`config.mk`:
```
export PLATFORM = sky130hd
export DESIGN_NAME = i2c_master_control_status
export DESIGN_NICKNAME = d
export VERILOG_FILES = /design/src/inc/i2c_master_ctl_pkg.sv /design/src/verilog/i2c_master_control_status.sv
export SDC_FILE = /design/constraint.sdc
export NUM_CORES = 1
export LEC_CHECK = 0
export BUFFER_PORTS_ARGS = -buffer_cell sky130_fd_sc_hd__clkbuf_2
export CAP_MARGIN = 20
export CORE_MARGIN = 2
export CORE_UTILIZATION = 44
export CTS_CLUSTER_SIZE = 40
export DETAILED_ROUTE_END_ITERATION = 10
export PLACE_DENSITY = 0.71
export SYNTH_ARGS = -nofsm -noshare
export SYNTH_HDL_FRONTEND = slang
export SYNTH_SLANG_ARGS = --single-unit
```
`constraint.sdc`:
```
create_clock -name i_mclk -period 4.15 [get_ports i_mclk]
set_input_delay 0.6225 -clock i_mclk [delete_from_list [all_inputs] [get_ports i_mclk]]
set_output_delay 0.6225 -clock i_mclk [all_outputs]
set_load 0.005 [all_outputs]
```
`src/inc/i2c_master_ctl_pkg.sv`:
```
// Shared constants for the two-wire master control and status block
package i2c_master_ctl_pkg;

  // ----------------------------------------------------------------
  // Register indexes (byte address is four times the index)
  // ----------------------------------------------------------------
  localparam logic [5:0] IDX_DEBUG_BEHAVIOR = 6'h02;
  localparam logic [5:0] IDX_MASTER_CONTROL_A = 6'h03;
  localparam logic [5:0] IDX_MASTER_CONTROL_B = 6'h04;
  localparam logic [5:0] IDX_MASTER_FLAGS = 6'h05;
  localparam logic [5:0] IDX_MASTER_TARGET_REG = 6'h07;
  localparam logic [5:0] IDX_MASTER_SHIFT_REG = 6'h08;

  // ----------------------------------------------------------------
  // Field positions
  // ----------------------------------------------------------------
  localparam int BIT_RUN_WHILE_HALTED = 0;
  localparam int BIT_READ_IRQ_EN = 7;
  localparam int BIT_WRITE_IRQ_EN = 6;
  localparam int BIT_QUICK_CMD_EN = 4;
  localparam int BIT_TIMEOUT_LO = 2;
  localparam int BIT_AUTO_ACK_ON_READ = 1;
  localparam int BIT_MASTER_ENABLE = 0;
  localparam int BIT_FLUSH = 3;
  localparam int BIT_ACK_CHOICE = 2;
  localparam int BIT_OP_CODE_LO = 0;
  localparam int BIT_READ_DONE = 7;
  localparam int BIT_WRITE_DONE = 6;
  localparam int BIT_SCL_STRETCH = 5;
  localparam int BIT_LAST_SLAVE_ACK = 4;
  localparam int BIT_LOST_OWNERSHIP = 3;
  localparam int BIT_ILLEGAL_CONDITION = 2;

  // ----------------------------------------------------------------
  // Reset values
  // ----------------------------------------------------------------
  localparam logic [7:0] RST_REG8 = 8'h00;

  // ----------------------------------------------------------------
  // Command encodings and time-out selections
  // ----------------------------------------------------------------
  localparam logic [1:0] OP_NONE = 2'h0;
  localparam logic [1:0] OP_RESTART = 2'h1;
  localparam logic [1:0] OP_BYTE_XFER = 2'h2;
  localparam logic [1:0] OP_STOP = 2'h3;
  localparam logic [1:0] TO_OFF = 2'h0;
  localparam logic [1:0] TO_SHORT = 2'h1;
  localparam logic [1:0] TO_MID = 2'h2;

  // ----------------------------------------------------------------
  // Timing
  // ----------------------------------------------------------------
  localparam int CLK_PERIOD_NS = 50;
  localparam int TO_SHORT_NS = 50000;
  localparam int TO_MID_NS = 100000;
  localparam int TO_LONG_NS = 200000;
  localparam int TO_SHORT_CYC = TO_SHORT_NS / CLK_PERIOD_NS;
  localparam int TO_MID_CYC = TO_MID_NS / CLK_PERIOD_NS;
  localparam int TO_LONG_CYC = TO_LONG_NS / CLK_PERIOD_NS;

endpackage

```
`src/verilog/i2c_master_control_status.sv`:
```
// Register file, command strobes and status flags of the two-wire bus master
`timescale 1ns/100ps

module i2c_master_control_status #(
  parameter int TO_CNT_W = 12
) (
  input wire logic i_mclk,            // System clock, 20 MHz
  input wire logic i_reset_n,         // Asynchronous reset, active low
  input wire logic i_psel,            // APB select
  input wire logic i_penable,         // APB enable
  input wire logic i_pwrite,          // APB direction, 1 write
  input wire logic [7:0] i_paddr,     // APB byte address
  input wire logic [31:0] i_pwdata,   // APB write data
  output logic [31:0] o_prdata,       // APB read data
  output logic o_pready,              // APB ready
  output logic o_pslverr,             // APB error, unmapped address
  input wire logic i_cpu_halted,      // Processor stopped in debug break
  input wire logic i_global_irq_en,   // Processor global interrupt enable
  input wire logic i_scl,             // Bus clock line level, asynchronous
  input wire logic i_addr_done,       // Engine: address byte and its ack finished
  input wire logic i_write_done,      // Engine: data byte send and its ack finished
  input wire logic i_read_done,       // Engine: data byte received
  input wire logic [7:0] i_rx_byte,   // Engine: byte received, valid with i_read_done
  input wire logic i_ack_valid,       // Engine: slave acknowledge bit sampled
  input wire logic i_ack_bit,         // Engine: sampled bit, 0 ACK 1 NACK
  input wire logic i_hold_begin,      // Engine: master starts holding clock low
  input wire logic i_lost,            // Engine: arbitration lost
  input wire logic i_illegal,         // Engine: illegal bus condition
  input wire logic [1:0] i_bus_state, // Bus state logic state
  output logic o_master_run,          // Master enabled, not frozen and not flushing
  output logic o_flush,               // One-cycle master flush strobe
  output logic o_quick_cmd,           // Quick command mode
  output logic o_start_addr,          // Strobe: send start and address
  output logic [7:0] o_addr,          // Address byte, bit 0 direction
  output logic o_data_send,           // Strobe: send the data byte
  output logic [7:0] o_data,          // Data byte to send
  output logic o_ack_go,              // Strobe: perform acknowledge action
  output logic o_ack_nack,            // Acknowledge action, 1 NACK
  output logic o_op_restart,          // Strobe: repeated start
  output logic o_op_read,             // Strobe: byte read
  output logic o_op_stop,             // Strobe: stop
  output logic o_bus_to_idle,         // Strobe: time-out forces bus idle
  output logic o_read_irq,            // Master read interrupt request
  output logic o_write_irq            // Master write interrupt request
);

  // ----------------------------------------------------------------
  // State
  // ----------------------------------------------------------------
  typedef struct packed {
    logic [31:0] prdata;
    logic pready;
    logic pslverr;
    logic run_while_halted;
    logic read_irq_en;
    logic write_irq_en;
    logic quick_cmd_en;
    logic [1:0] timeout_sel;
    logic auto_ack_on_read;
    logic master_en;
    logic ack_choice;
    logic read_done_flag;
    logic write_done_flag;
    logic scl_stretch_flag;
    logic last_slave_ack;
    logic lost_ownership_flag;
    logic illegal_condition_flag;
    logic addr_acked;
    logic [7:0] master_target_reg;
    logic [7:0] master_shift_reg;
    logic flush;
    logic start_addr;
    logic data_send;
    logic ack_go;
    logic op_restart;
    logic op_read;
    logic op_stop;
    logic read_irq;
    logic write_irq;
    logic scl_s1;
    logic scl_s2;
    logic scl_s3;
    logic [TO_CNT_W-1:0] idle_cnt;
    logic bus_to_idle;
    logic master_run;
  } state_s;

  state_s st_q;
  state_s st_d;

  // ----------------------------------------------------------------
  // Next-state logic
  // ----------------------------------------------------------------
  // Register access decode, side effects and flag updates; sets are applied
  // after clears so an engine event in a clearing cycle is never lost
  always_comb
  begin
    logic setup;
    logic access;
    logic wr;
    logic rd;
    logic hit_ok;
    logic [5:0] idx;
    logic frozen;
    logic act;
    logic wr_ctlb;
    logic wr_addr;
    logic wr_data;
    logic rd_data;
    logic valid_cmd;
    logic [1:0] cmd;
    logic new_ack;
    logic dir_read;
    logic [7:0] rdv;
    logic [TO_CNT_W-1:0] limit;
    setup = 1'b0;
    access = 1'b0;
    wr = 1'b0;
    rd = 1'b0;
    hit_ok = 1'b0;
    idx = 6'h00;
    frozen = 1'b0;
    act = 1'b0;
    wr_ctlb = 1'b0;
    wr_addr = 1'b0;
    wr_data = 1'b0;
    rd_data = 1'b0;
    valid_cmd = 1'b0;
    cmd = i2c_master_ctl_pkg::OP_NONE;
    new_ack = 1'b0;
    dir_read = 1'b0;
    rdv = 8'h00;
    limit = '0;
    st_d = st_q;

    // Strobes last one cycle
    st_d.flush = 1'b0;
    st_d.start_addr = 1'b0;
    st_d.data_send = 1'b0;
    st_d.ack_go = 1'b0;
    st_d.op_restart = 1'b0;
    st_d.op_read = 1'b0;
    st_d.op_stop = 1'b0;
    st_d.bus_to_idle = 1'b0;

    // Frozen during a debug break unless told to keep running
    frozen = i_cpu_halted && !st_q.run_while_halted;
    act = st_q.master_en && !frozen;

    // APB: setup cycle prepares answer, access cycle with ready commits
    setup = i_psel && !i_penable;
    access = i_psel && i_penable && st_q.pready;
    idx = i_paddr[7:2];
    hit_ok = (i_paddr[1:0] == 2'h0)
      && (idx == i2c_master_ctl_pkg::IDX_DEBUG_BEHAVIOR || idx == i2c_master_ctl_pkg::IDX_MASTER_CONTROL_A
      || idx == i2c_master_ctl_pkg::IDX_MASTER_CONTROL_B || idx == i2c_master_ctl_pkg::IDX_MASTER_FLAGS
      || idx == i2c_master_ctl_pkg::IDX_MASTER_TARGET_REG || idx == i2c_master_ctl_pkg::IDX_MASTER_SHIFT_REG);
    wr = access && i_pwrite && !st_q.pslverr;
    rd = access && !i_pwrite && !st_q.pslverr;
    st_d.pready = setup;
    if (setup)
    begin
      st_d.pslverr = !hit_ok;
      case (idx)
        i2c_master_ctl_pkg::IDX_DEBUG_BEHAVIOR: rdv = {7'h00, st_q.run_while_halted};
        i2c_master_ctl_pkg::IDX_MASTER_CONTROL_A: rdv = {st_q.read_irq_en, st_q.write_irq_en, 1'b0,
          st_q.quick_cmd_en, st_q.timeout_sel, st_q.auto_ack_on_read, st_q.master_en};
        i2c_master_ctl_pkg::IDX_MASTER_CONTROL_B: rdv = {5'h00, st_q.ack_choice, 2'h0};
        i2c_master_ctl_pkg::IDX_MASTER_FLAGS: rdv = {st_q.read_done_flag, st_q.write_done_flag,
          st_q.scl_stretch_flag, st_q.last_slave_ack, st_q.lost_ownership_flag,
          st_q.illegal_condition_flag, i_bus_state};
        i2c_master_ctl_pkg::IDX_MASTER_TARGET_REG: rdv = st_q.master_target_reg;
        i2c_master_ctl_pkg::IDX_MASTER_SHIFT_REG: rdv = st_q.master_shift_reg;
        default: rdv = 8'h00;
      endcase
      st_d.prdata = {24'h000000, rdv};
    end
    else if (!i_psel)
    begin
      st_d.pslverr = 1'b0;
    end

    // Plain control registers
    if (wr && idx == i2c_master_ctl_pkg::IDX_DEBUG_BEHAVIOR)
    begin
      st_d.run_while_halted = i_pwdata[i2c_master_ctl_pkg::BIT_RUN_WHILE_HALTED];
    end
    if (wr && idx == i2c_master_ctl_pkg::IDX_MASTER_CONTROL_A)
    begin
      st_d.read_irq_en = i_pwdata[i2c_master_ctl_pkg::BIT_READ_IRQ_EN];
      st_d.write_irq_en = i_pwdata[i2c_master_ctl_pkg::BIT_WRITE_IRQ_EN];
      st_d.quick_cmd_en = i_pwdata[i2c_master_ctl_pkg::BIT_QUICK_CMD_EN];
      st_d.timeout_sel = i_pwdata[i2c_master_ctl_pkg::BIT_TIMEOUT_LO +: 2];
      st_d.auto_ack_on_read = i_pwdata[i2c_master_ctl_pkg::BIT_AUTO_ACK_ON_READ];
      st_d.master_en = i_pwdata[i2c_master_ctl_pkg::BIT_MASTER_ENABLE];
    end

    // Control B: acknowledge choice and command in one write
    wr_ctlb = wr && idx == i2c_master_ctl_pkg::IDX_MASTER_CONTROL_B;
    new_ack = wr_ctlb ? i_pwdata[i2c_master_ctl_pkg::BIT_ACK_CHOICE] : st_q.ack_choice;
    cmd = i_pwdata[i2c_master_ctl_pkg::BIT_OP_CODE_LO +: 2];
    st_d.ack_choice = new_ack;
    valid_cmd = wr_ctlb && act && cmd != i2c_master_ctl_pkg::OP_NONE;
    dir_read = st_q.master_target_reg[0];
    if (valid_cmd)
    begin
      // The acknowledge value driven out is the one written with this command
      st_d.ack_go = !(cmd == i2c_master_ctl_pkg::OP_BYTE_XFER && !dir_read);
      st_d.op_restart = cmd == i2c_master_ctl_pkg::OP_RESTART;
      st_d.op_read = cmd == i2c_master_ctl_pkg::OP_BYTE_XFER && dir_read;
      st_d.data_send = cmd == i2c_master_ctl_pkg::OP_BYTE_XFER && !dir_read;
      st_d.op_stop = cmd == i2c_master_ctl_pkg::OP_STOP;
    end

    // Address and data register accesses
    wr_addr = wr && idx == i2c_master_ctl_pkg::IDX_MASTER_TARGET_REG;
    wr_data = wr && idx == i2c_master_ctl_pkg::IDX_MASTER_SHIFT_REG;
    rd_data = rd && idx == i2c_master_ctl_pkg::IDX_MASTER_SHIFT_REG;
    if (wr_addr)
    begin
      st_d.master_target_reg = i_pwdata[7:0];
      st_d.start_addr = act;
      st_d.addr_acked = 1'b0;
    end
    if (wr_data)
    begin
      st_d.master_shift_reg = i_pwdata[7:0];
      st_d.data_send = act;
    end
    // Smart mode only acts on a read while the choice is ACK, so a NACKed
    // read never triggers another byte
    if (rd_data && act && st_q.auto_ack_on_read && !st_q.ack_choice && dir_read)
    begin
      st_d.ack_go = 1'b1;
      st_d.op_read = 1'b1;
    end

    // Flag clears by software access
    if (wr && idx == i2c_master_ctl_pkg::IDX_MASTER_FLAGS)
    begin
      if (i_pwdata[i2c_master_ctl_pkg::BIT_READ_DONE]) st_d.read_done_flag = 1'b0;
      if (i_pwdata[i2c_master_ctl_pkg::BIT_WRITE_DONE]) st_d.write_done_flag = 1'b0;
      if (i_pwdata[i2c_master_ctl_pkg::BIT_SCL_STRETCH]) st_d.scl_stretch_flag = 1'b0;
      if (i_pwdata[i2c_master_ctl_pkg::BIT_LOST_OWNERSHIP]) st_d.lost_ownership_flag = 1'b0;
      if (i_pwdata[i2c_master_ctl_pkg::BIT_ILLEGAL_CONDITION]) st_d.illegal_condition_flag = 1'b0;
    end
    if (wr_data || rd_data || valid_cmd)
    begin
      st_d.read_done_flag = 1'b0;
      st_d.write_done_flag = 1'b0;
      st_d.scl_stretch_flag = 1'b0;
    end
    if (wr_addr)
    begin
      st_d.read_done_flag = 1'b0;
      st_d.write_done_flag = 1'b0;
      st_d.scl_stretch_flag = 1'b0;
      st_d.lost_ownership_flag = 1'b0;
      st_d.illegal_condition_flag = 1'b0;
    end

    // Flush wipes address, data, done and stretch flags, address ack and command strobes, but keeps configuration and the lost and illegal flags
    if (wr_ctlb && i_pwdata[i2c_master_ctl_pkg::BIT_FLUSH])
    begin
      st_d.flush = 1'b1;
      st_d.master_target_reg = i2c_master_ctl_pkg::RST_REG8;
      st_d.master_shift_reg = i2c_master_ctl_pkg::RST_REG8;
      st_d.read_done_flag = 1'b0;
      st_d.write_done_flag = 1'b0;
      st_d.scl_stretch_flag = 1'b0;
      st_d.addr_acked = 1'b0;
      st_d.start_addr = 1'b0;
      st_d.data_send = 1'b0;
      st_d.ack_go = 1'b0;
      st_d.op_restart = 1'b0;
      st_d.op_read = 1'b0;
      st_d.op_stop = 1'b0;
    end

    // Engine events set flags; ignored while frozen or disabled
    if (act)
    begin
      if (i_lost) st_d.lost_ownership_flag = 1'b1;
      if (i_illegal) st_d.illegal_condition_flag = 1'b1;
      if (i_ack_valid) st_d.last_slave_ack = i_ack_bit;
      if (i_hold_begin) st_d.scl_stretch_flag = 1'b1;
      if (i_addr_done && i_ack_valid && !i_ack_bit) st_d.addr_acked = 1'b1;
      if (i_write_done || (i_addr_done && !(st_q.quick_cmd_en && dir_read))) st_d.write_done_flag = 1'b1;
      // Quick command raises the flag for the direction as soon as the address is acked
      if (i_addr_done && st_q.quick_cmd_en && dir_read && i_ack_valid && !i_ack_bit)
        st_d.read_done_flag = 1'b1;
      if (i_addr_done && st_q.quick_cmd_en && dir_read && !(i_ack_valid && !i_ack_bit))
        st_d.write_done_flag = 1'b1;
      if (i_read_done && st_q.addr_acked && !i_lost && !i_illegal
        && !st_q.lost_ownership_flag && !st_q.illegal_condition_flag)
      begin
        st_d.read_done_flag = 1'b1;
        st_d.master_shift_reg = i_rx_byte;
      end
    end

    // Run level is registered so the port comes from a flop; it drops while
    // frozen by a debug break and for the flush cycle
    st_d.master_run = st_d.master_en && !(i_cpu_halted && !st_d.run_while_halted) && !st_d.flush;

    // Interrupt requests from the next flag values
    st_d.read_irq = st_d.read_irq_en && st_d.read_done_flag && i_global_irq_en;
    st_d.write_irq = st_d.write_irq_en && st_d.write_done_flag && i_global_irq_en;

    // Inactivity supervisor: any clock-line edge restarts the count; the
    // figures assume a 100 kHz bus and do not scale with the baud setting
    st_d.scl_s1 = i_scl;
    st_d.scl_s2 = st_q.scl_s1;
    st_d.scl_s3 = st_q.scl_s2;
    case (st_q.timeout_sel)
      i2c_master_ctl_pkg::TO_SHORT: limit = TO_CNT_W'(i2c_master_ctl_pkg::TO_SHORT_CYC);
      i2c_master_ctl_pkg::TO_MID: limit = TO_CNT_W'(i2c_master_ctl_pkg::TO_MID_CYC);
      default: limit = TO_CNT_W'(i2c_master_ctl_pkg::TO_LONG_CYC);
    endcase
    if (st_q.timeout_sel == i2c_master_ctl_pkg::TO_OFF || !act || (st_q.scl_s2 != st_q.scl_s3))
    begin
      st_d.idle_cnt = '0;
    end
    else if (st_q.idle_cnt != limit)
    begin
      st_d.idle_cnt = st_q.idle_cnt + TO_CNT_W'(1);
      st_d.bus_to_idle = (st_q.idle_cnt + TO_CNT_W'(1)) == limit;
    end
  end

  // ----------------------------------------------------------------
  // State register
  // ----------------------------------------------------------------
  // Everything clears to zero on reset
  always_ff @(posedge i_mclk or negedge i_reset_n)
  begin
    if (!i_reset_n)
      st_q <= '0;
    else
      st_q <= st_d;
  end

  // ----------------------------------------------------------------
  // Outputs
  // ----------------------------------------------------------------
  // All straight from flops
  assign o_prdata = st_q.prdata;
  assign o_pready = st_q.pready;
  assign o_pslverr = st_q.pslverr;
  assign o_master_run = st_q.master_run;
  assign o_flush = st_q.flush;
  assign o_quick_cmd = st_q.quick_cmd_en;
  assign o_start_addr = st_q.start_addr;
  assign o_addr = st_q.master_target_reg;
  assign o_data_send = st_q.data_send;
  assign o_data = st_q.master_shift_reg;
  assign o_ack_go = st_q.ack_go;
  assign o_ack_nack = st_q.ack_choice;
  assign o_op_restart = st_q.op_restart;
  assign o_op_read = st_q.op_read;
  assign o_op_stop = st_q.op_stop;
  assign o_bus_to_idle = st_q.bus_to_idle;
  assign o_read_irq = st_q.read_irq;
  assign o_write_irq = st_q.write_irq;

endmodule

```
==> results.yml <==
clock_tree:
  cts-root-buf: "clkbuf_8"
  cts.htree.levels: 3
  cts_buffers: 9
  ctsHoldBuffers: 0
  insertion_delay_ns: 0.36
  clock_path_buffers: 2
  clkTransAtPathRegs_ns: 0.08
  numClockSinks: 68
  cts_tree: "done"
  cts_setup_buffers: 0
  ctsResizeCount: 0
setup_path:
  end_kind: "register"
  path_max_fanout: 8
  crit_type: "primary input to register"
  cp.required_ns: 4.35
  cp.arrival_ns: 2.69
  cp-start-kind: "primary input"
global_routing:
  grt-ovfl-total: 0
  grt_max_degree: 45
  grt_pass1_vias: 2918
  antenna_found_initial: 0
  grt_pass1_wl_um: 15200
  grt_usage_pct: 20.4
final_layout:
  final_cell_mix: "clkbuf_2, dfrtp_1, nor2_1, nand2_1, conb_1"
  diodes: 0
  drive_gt1_share_pct: 27.5
  final_util_pct: 51.2
  final_area_um2: 4250
  layout_commonest_cell: "clkbuf_2"
  layout.nets: 510
  fillers: 753
  syn2layout_area_growth_pct: 12.1
  layout.cells.non_filler: 548
die:
  num_rows: 33
  top_level_ports: 129
  core_area_um2: 8300
  die_h_um: 96.8
  start_util_pct: 45.7
  fp.dieArea_um2: 9370
  die_w_um: 96.8
power:
  p_per_area_nw_per_um2: 325
  p_leak_nw: 2.02
  ir_drop_mv: 0.214
synthesis:
  synth_edf_count: 0
  synth_seq_cells: 68
  yosysWarnings: 0
  synthTopCellsByArea: "dfrtp_1, buf_4, nor2_1, mux2i_1, mux2_2"
  synthSimpleGateAreaFrac_pct: 16.2
  syn_inst: 378
  synthArstFlopShare_pct: 100
  synth_top_family_by_area: "compound AO/OA/AOI/OAI gates"
  synthXorXnorAreaFrac_pct: 2.08
  netlist_area_um2: 3790
  synth_top_area_cell: "dfrtp_1"
  ys_types: 67
  yosysTopAreaCellShare_pct: 44.9
  synth_top_flop_cell: "dfrtp_1"
  synth.mux.area_fraction_pct: 5.28
  synth-compound-area-share_pct: 17.1
  synth_adder_area_share_pct: 1.98
  yosysSeqAreaShare_pct: 44.9
  avgSynthCellArea_um2: 10.0
min_path:
  hold_class: "register to register"
detailed_routing:
  drt-total-wl_um: 9200
  wire_per_inst_um: 16.8
  dr.pass1.iters: 4
  routed_via_density: 5.48
  num_vias: 3001
  drc: 0
  drtIter0Drc: 185
  final_antenna_net_count: 0
sta:
  setup-tns-final_ns: 0
  rsz0062_at_grt: "false"
  setup_viol: 0
  finalHoldViolations: 0
  max_slew_margin_pct: 34.1
  drv_slew: 0
  fin_ws_ns: 1.66
  tightest_slew_ns: 0.989
  skew_ns: 0.0115
  fmax_ghz: 0.402
  min_period_over_period_pct: 59.9
  period_needed_ns: 2.49
placement:
  postPlaceCellArea_um2: 4030
  gp_congestion: 0.859
  io_buffers: 80
  pre_cts_ws_ns: 1.33
  dp_hpwl_um: 6700
  placed_cells: 531
run:
  maxCapViolCount: 0
outcome:
  status: "completed"
[power by group]
part / internal, mW / leakage [nW] / switching (mW)
sequential: 0.681 / 0.904 / 0.0129
combinational: 0.0409 / 1.02 / 0.0625
clock: 0.288 / 0.0988 / 0.296
total: 1.01 / 2.02 / 0.371
[final cells by class]
type / instances / area, um2 / share of cell area, %
Inverter: 16 / 60.1 / 1.41
Tap cell: 105 / 131 / 3.09
Multi-Input combinational cell: 258 / 1710 / 40.2
Clock buffer: 9 / 124 / 2.92
Timing Repair Buffer: 85 / 438 / 10.3
Sequential cell: 68 / 1700 / 40.1
Clock inverter: 7 / 82.6 / 1.95
[worst max-delay path, cell delays in order]
cell and delay, ns:
clkbuf_2 0.12, nor4b_2 0.57, nand4_1 0.37, o22ai_1 0.78, o21ai_0 0.21
[metal layers]
layer  wire length, um  GRT usage (%)  vias to the layer above  part of all wire (%)
met3               810           4.99                       10                   8.8
met5                 0              0                        -                     0
met4               119           7.48                        0                   1.3
li1                  -              -                     1416                     -
met1              4130           28.9                     1415                    45
met2              4140           30.3                      160                    45
[registers in the layout (all words and copies together), names as in the netlist, 2 cells and up]
| register | flops |
|---|---|
| st_q | 27 |
| o_prdata | 8 |
| o_addr | 8 |
| o_data | 8 |
| st_d | 2 |
[synthesized netlist by cell type (2+ instances only)]
master	instances
o21ai_0	10
nor4_1	2
a21o_1	2
nor3_1	6
nor3b_1	3
a21oi_1	10
o22ai_1	3
nand4_1	4
nand2_1	24
and3_1	4
buf_2	3
or4_1	2
ha_1	6
xnor2_1	8
dfrtp_1	68
clkbuf_1	8
nand2b_1	4
nor4bb_1	2
mux2_2	8
a32o_1	3
a211oi_1	2
inv_1	16
o21a_1	3
and4_1	3
a22o_1	7
o31ai_1	4
a2111oi_0	2
a22oi_1	11
buf_4	48
o21ai_1	6
a31oi_1	8
o211a_1	2
nor2_1	32
or2_2	2
or2_1	2
nor2b_1	4
mux2i_1	11
nand3_1	6
[metrics by stage]
| step | hold slack, ns | total power [mW] |
|---|---|---|
| final | 0.357 | 1.38 |
| after CTS | 0.362 | 1.39 |
| after global routing | 0.356 | 1.44 |
| after floorplan | 0.327 | 0.775 |
| after global placement | 0.339 | 0.807 |
| after detailed placement | 0.344 | 0.810 |
[final timing paths]
check                      slack, ns  cells past startpoint             startpoint                endpoint
max reg2reg                     1.80                      5  o_pslverr$_DFFE_PN0P_  o_master_run$_DFF_PN0_
min reg2reg                     0.36                      0     st_d[15]$_DFF_PN0_      st_d[14]$_DFF_PN0_
max in group asynchronous       2.82                      2              i_reset_n       o_flush$_DFF_PN0_
max                             1.66                      5             i_paddr[7]     o_data[1]$_DFF_PN0_
min in group asynchronous       0.42                      1              i_reset_n   o_write_irq$_DFF_PN0_
min                             0.36                      0     st_d[15]$_DFF_PN0_      st_d[14]$_DFF_PN0_
[logic make-up (layout without fill, tap and decap cells)]
| family | count (synthesis) | after routing |
|---|---|---|
| AOI/OAI and AO/OA | 87 | 87 |
| DFF | 68 | 68 |
| xor gates and xnor gates | 9 | 9 |
| other | 1 | 24 |
| adders and majority gates | 6 | 6 |
| and+or+nand+nor | 113 | 113 |
| buffers and inverters | 75 | 117 |
| muxes | 19 | 19 |
Note: power is estimated with default switching activity, not from simulation.
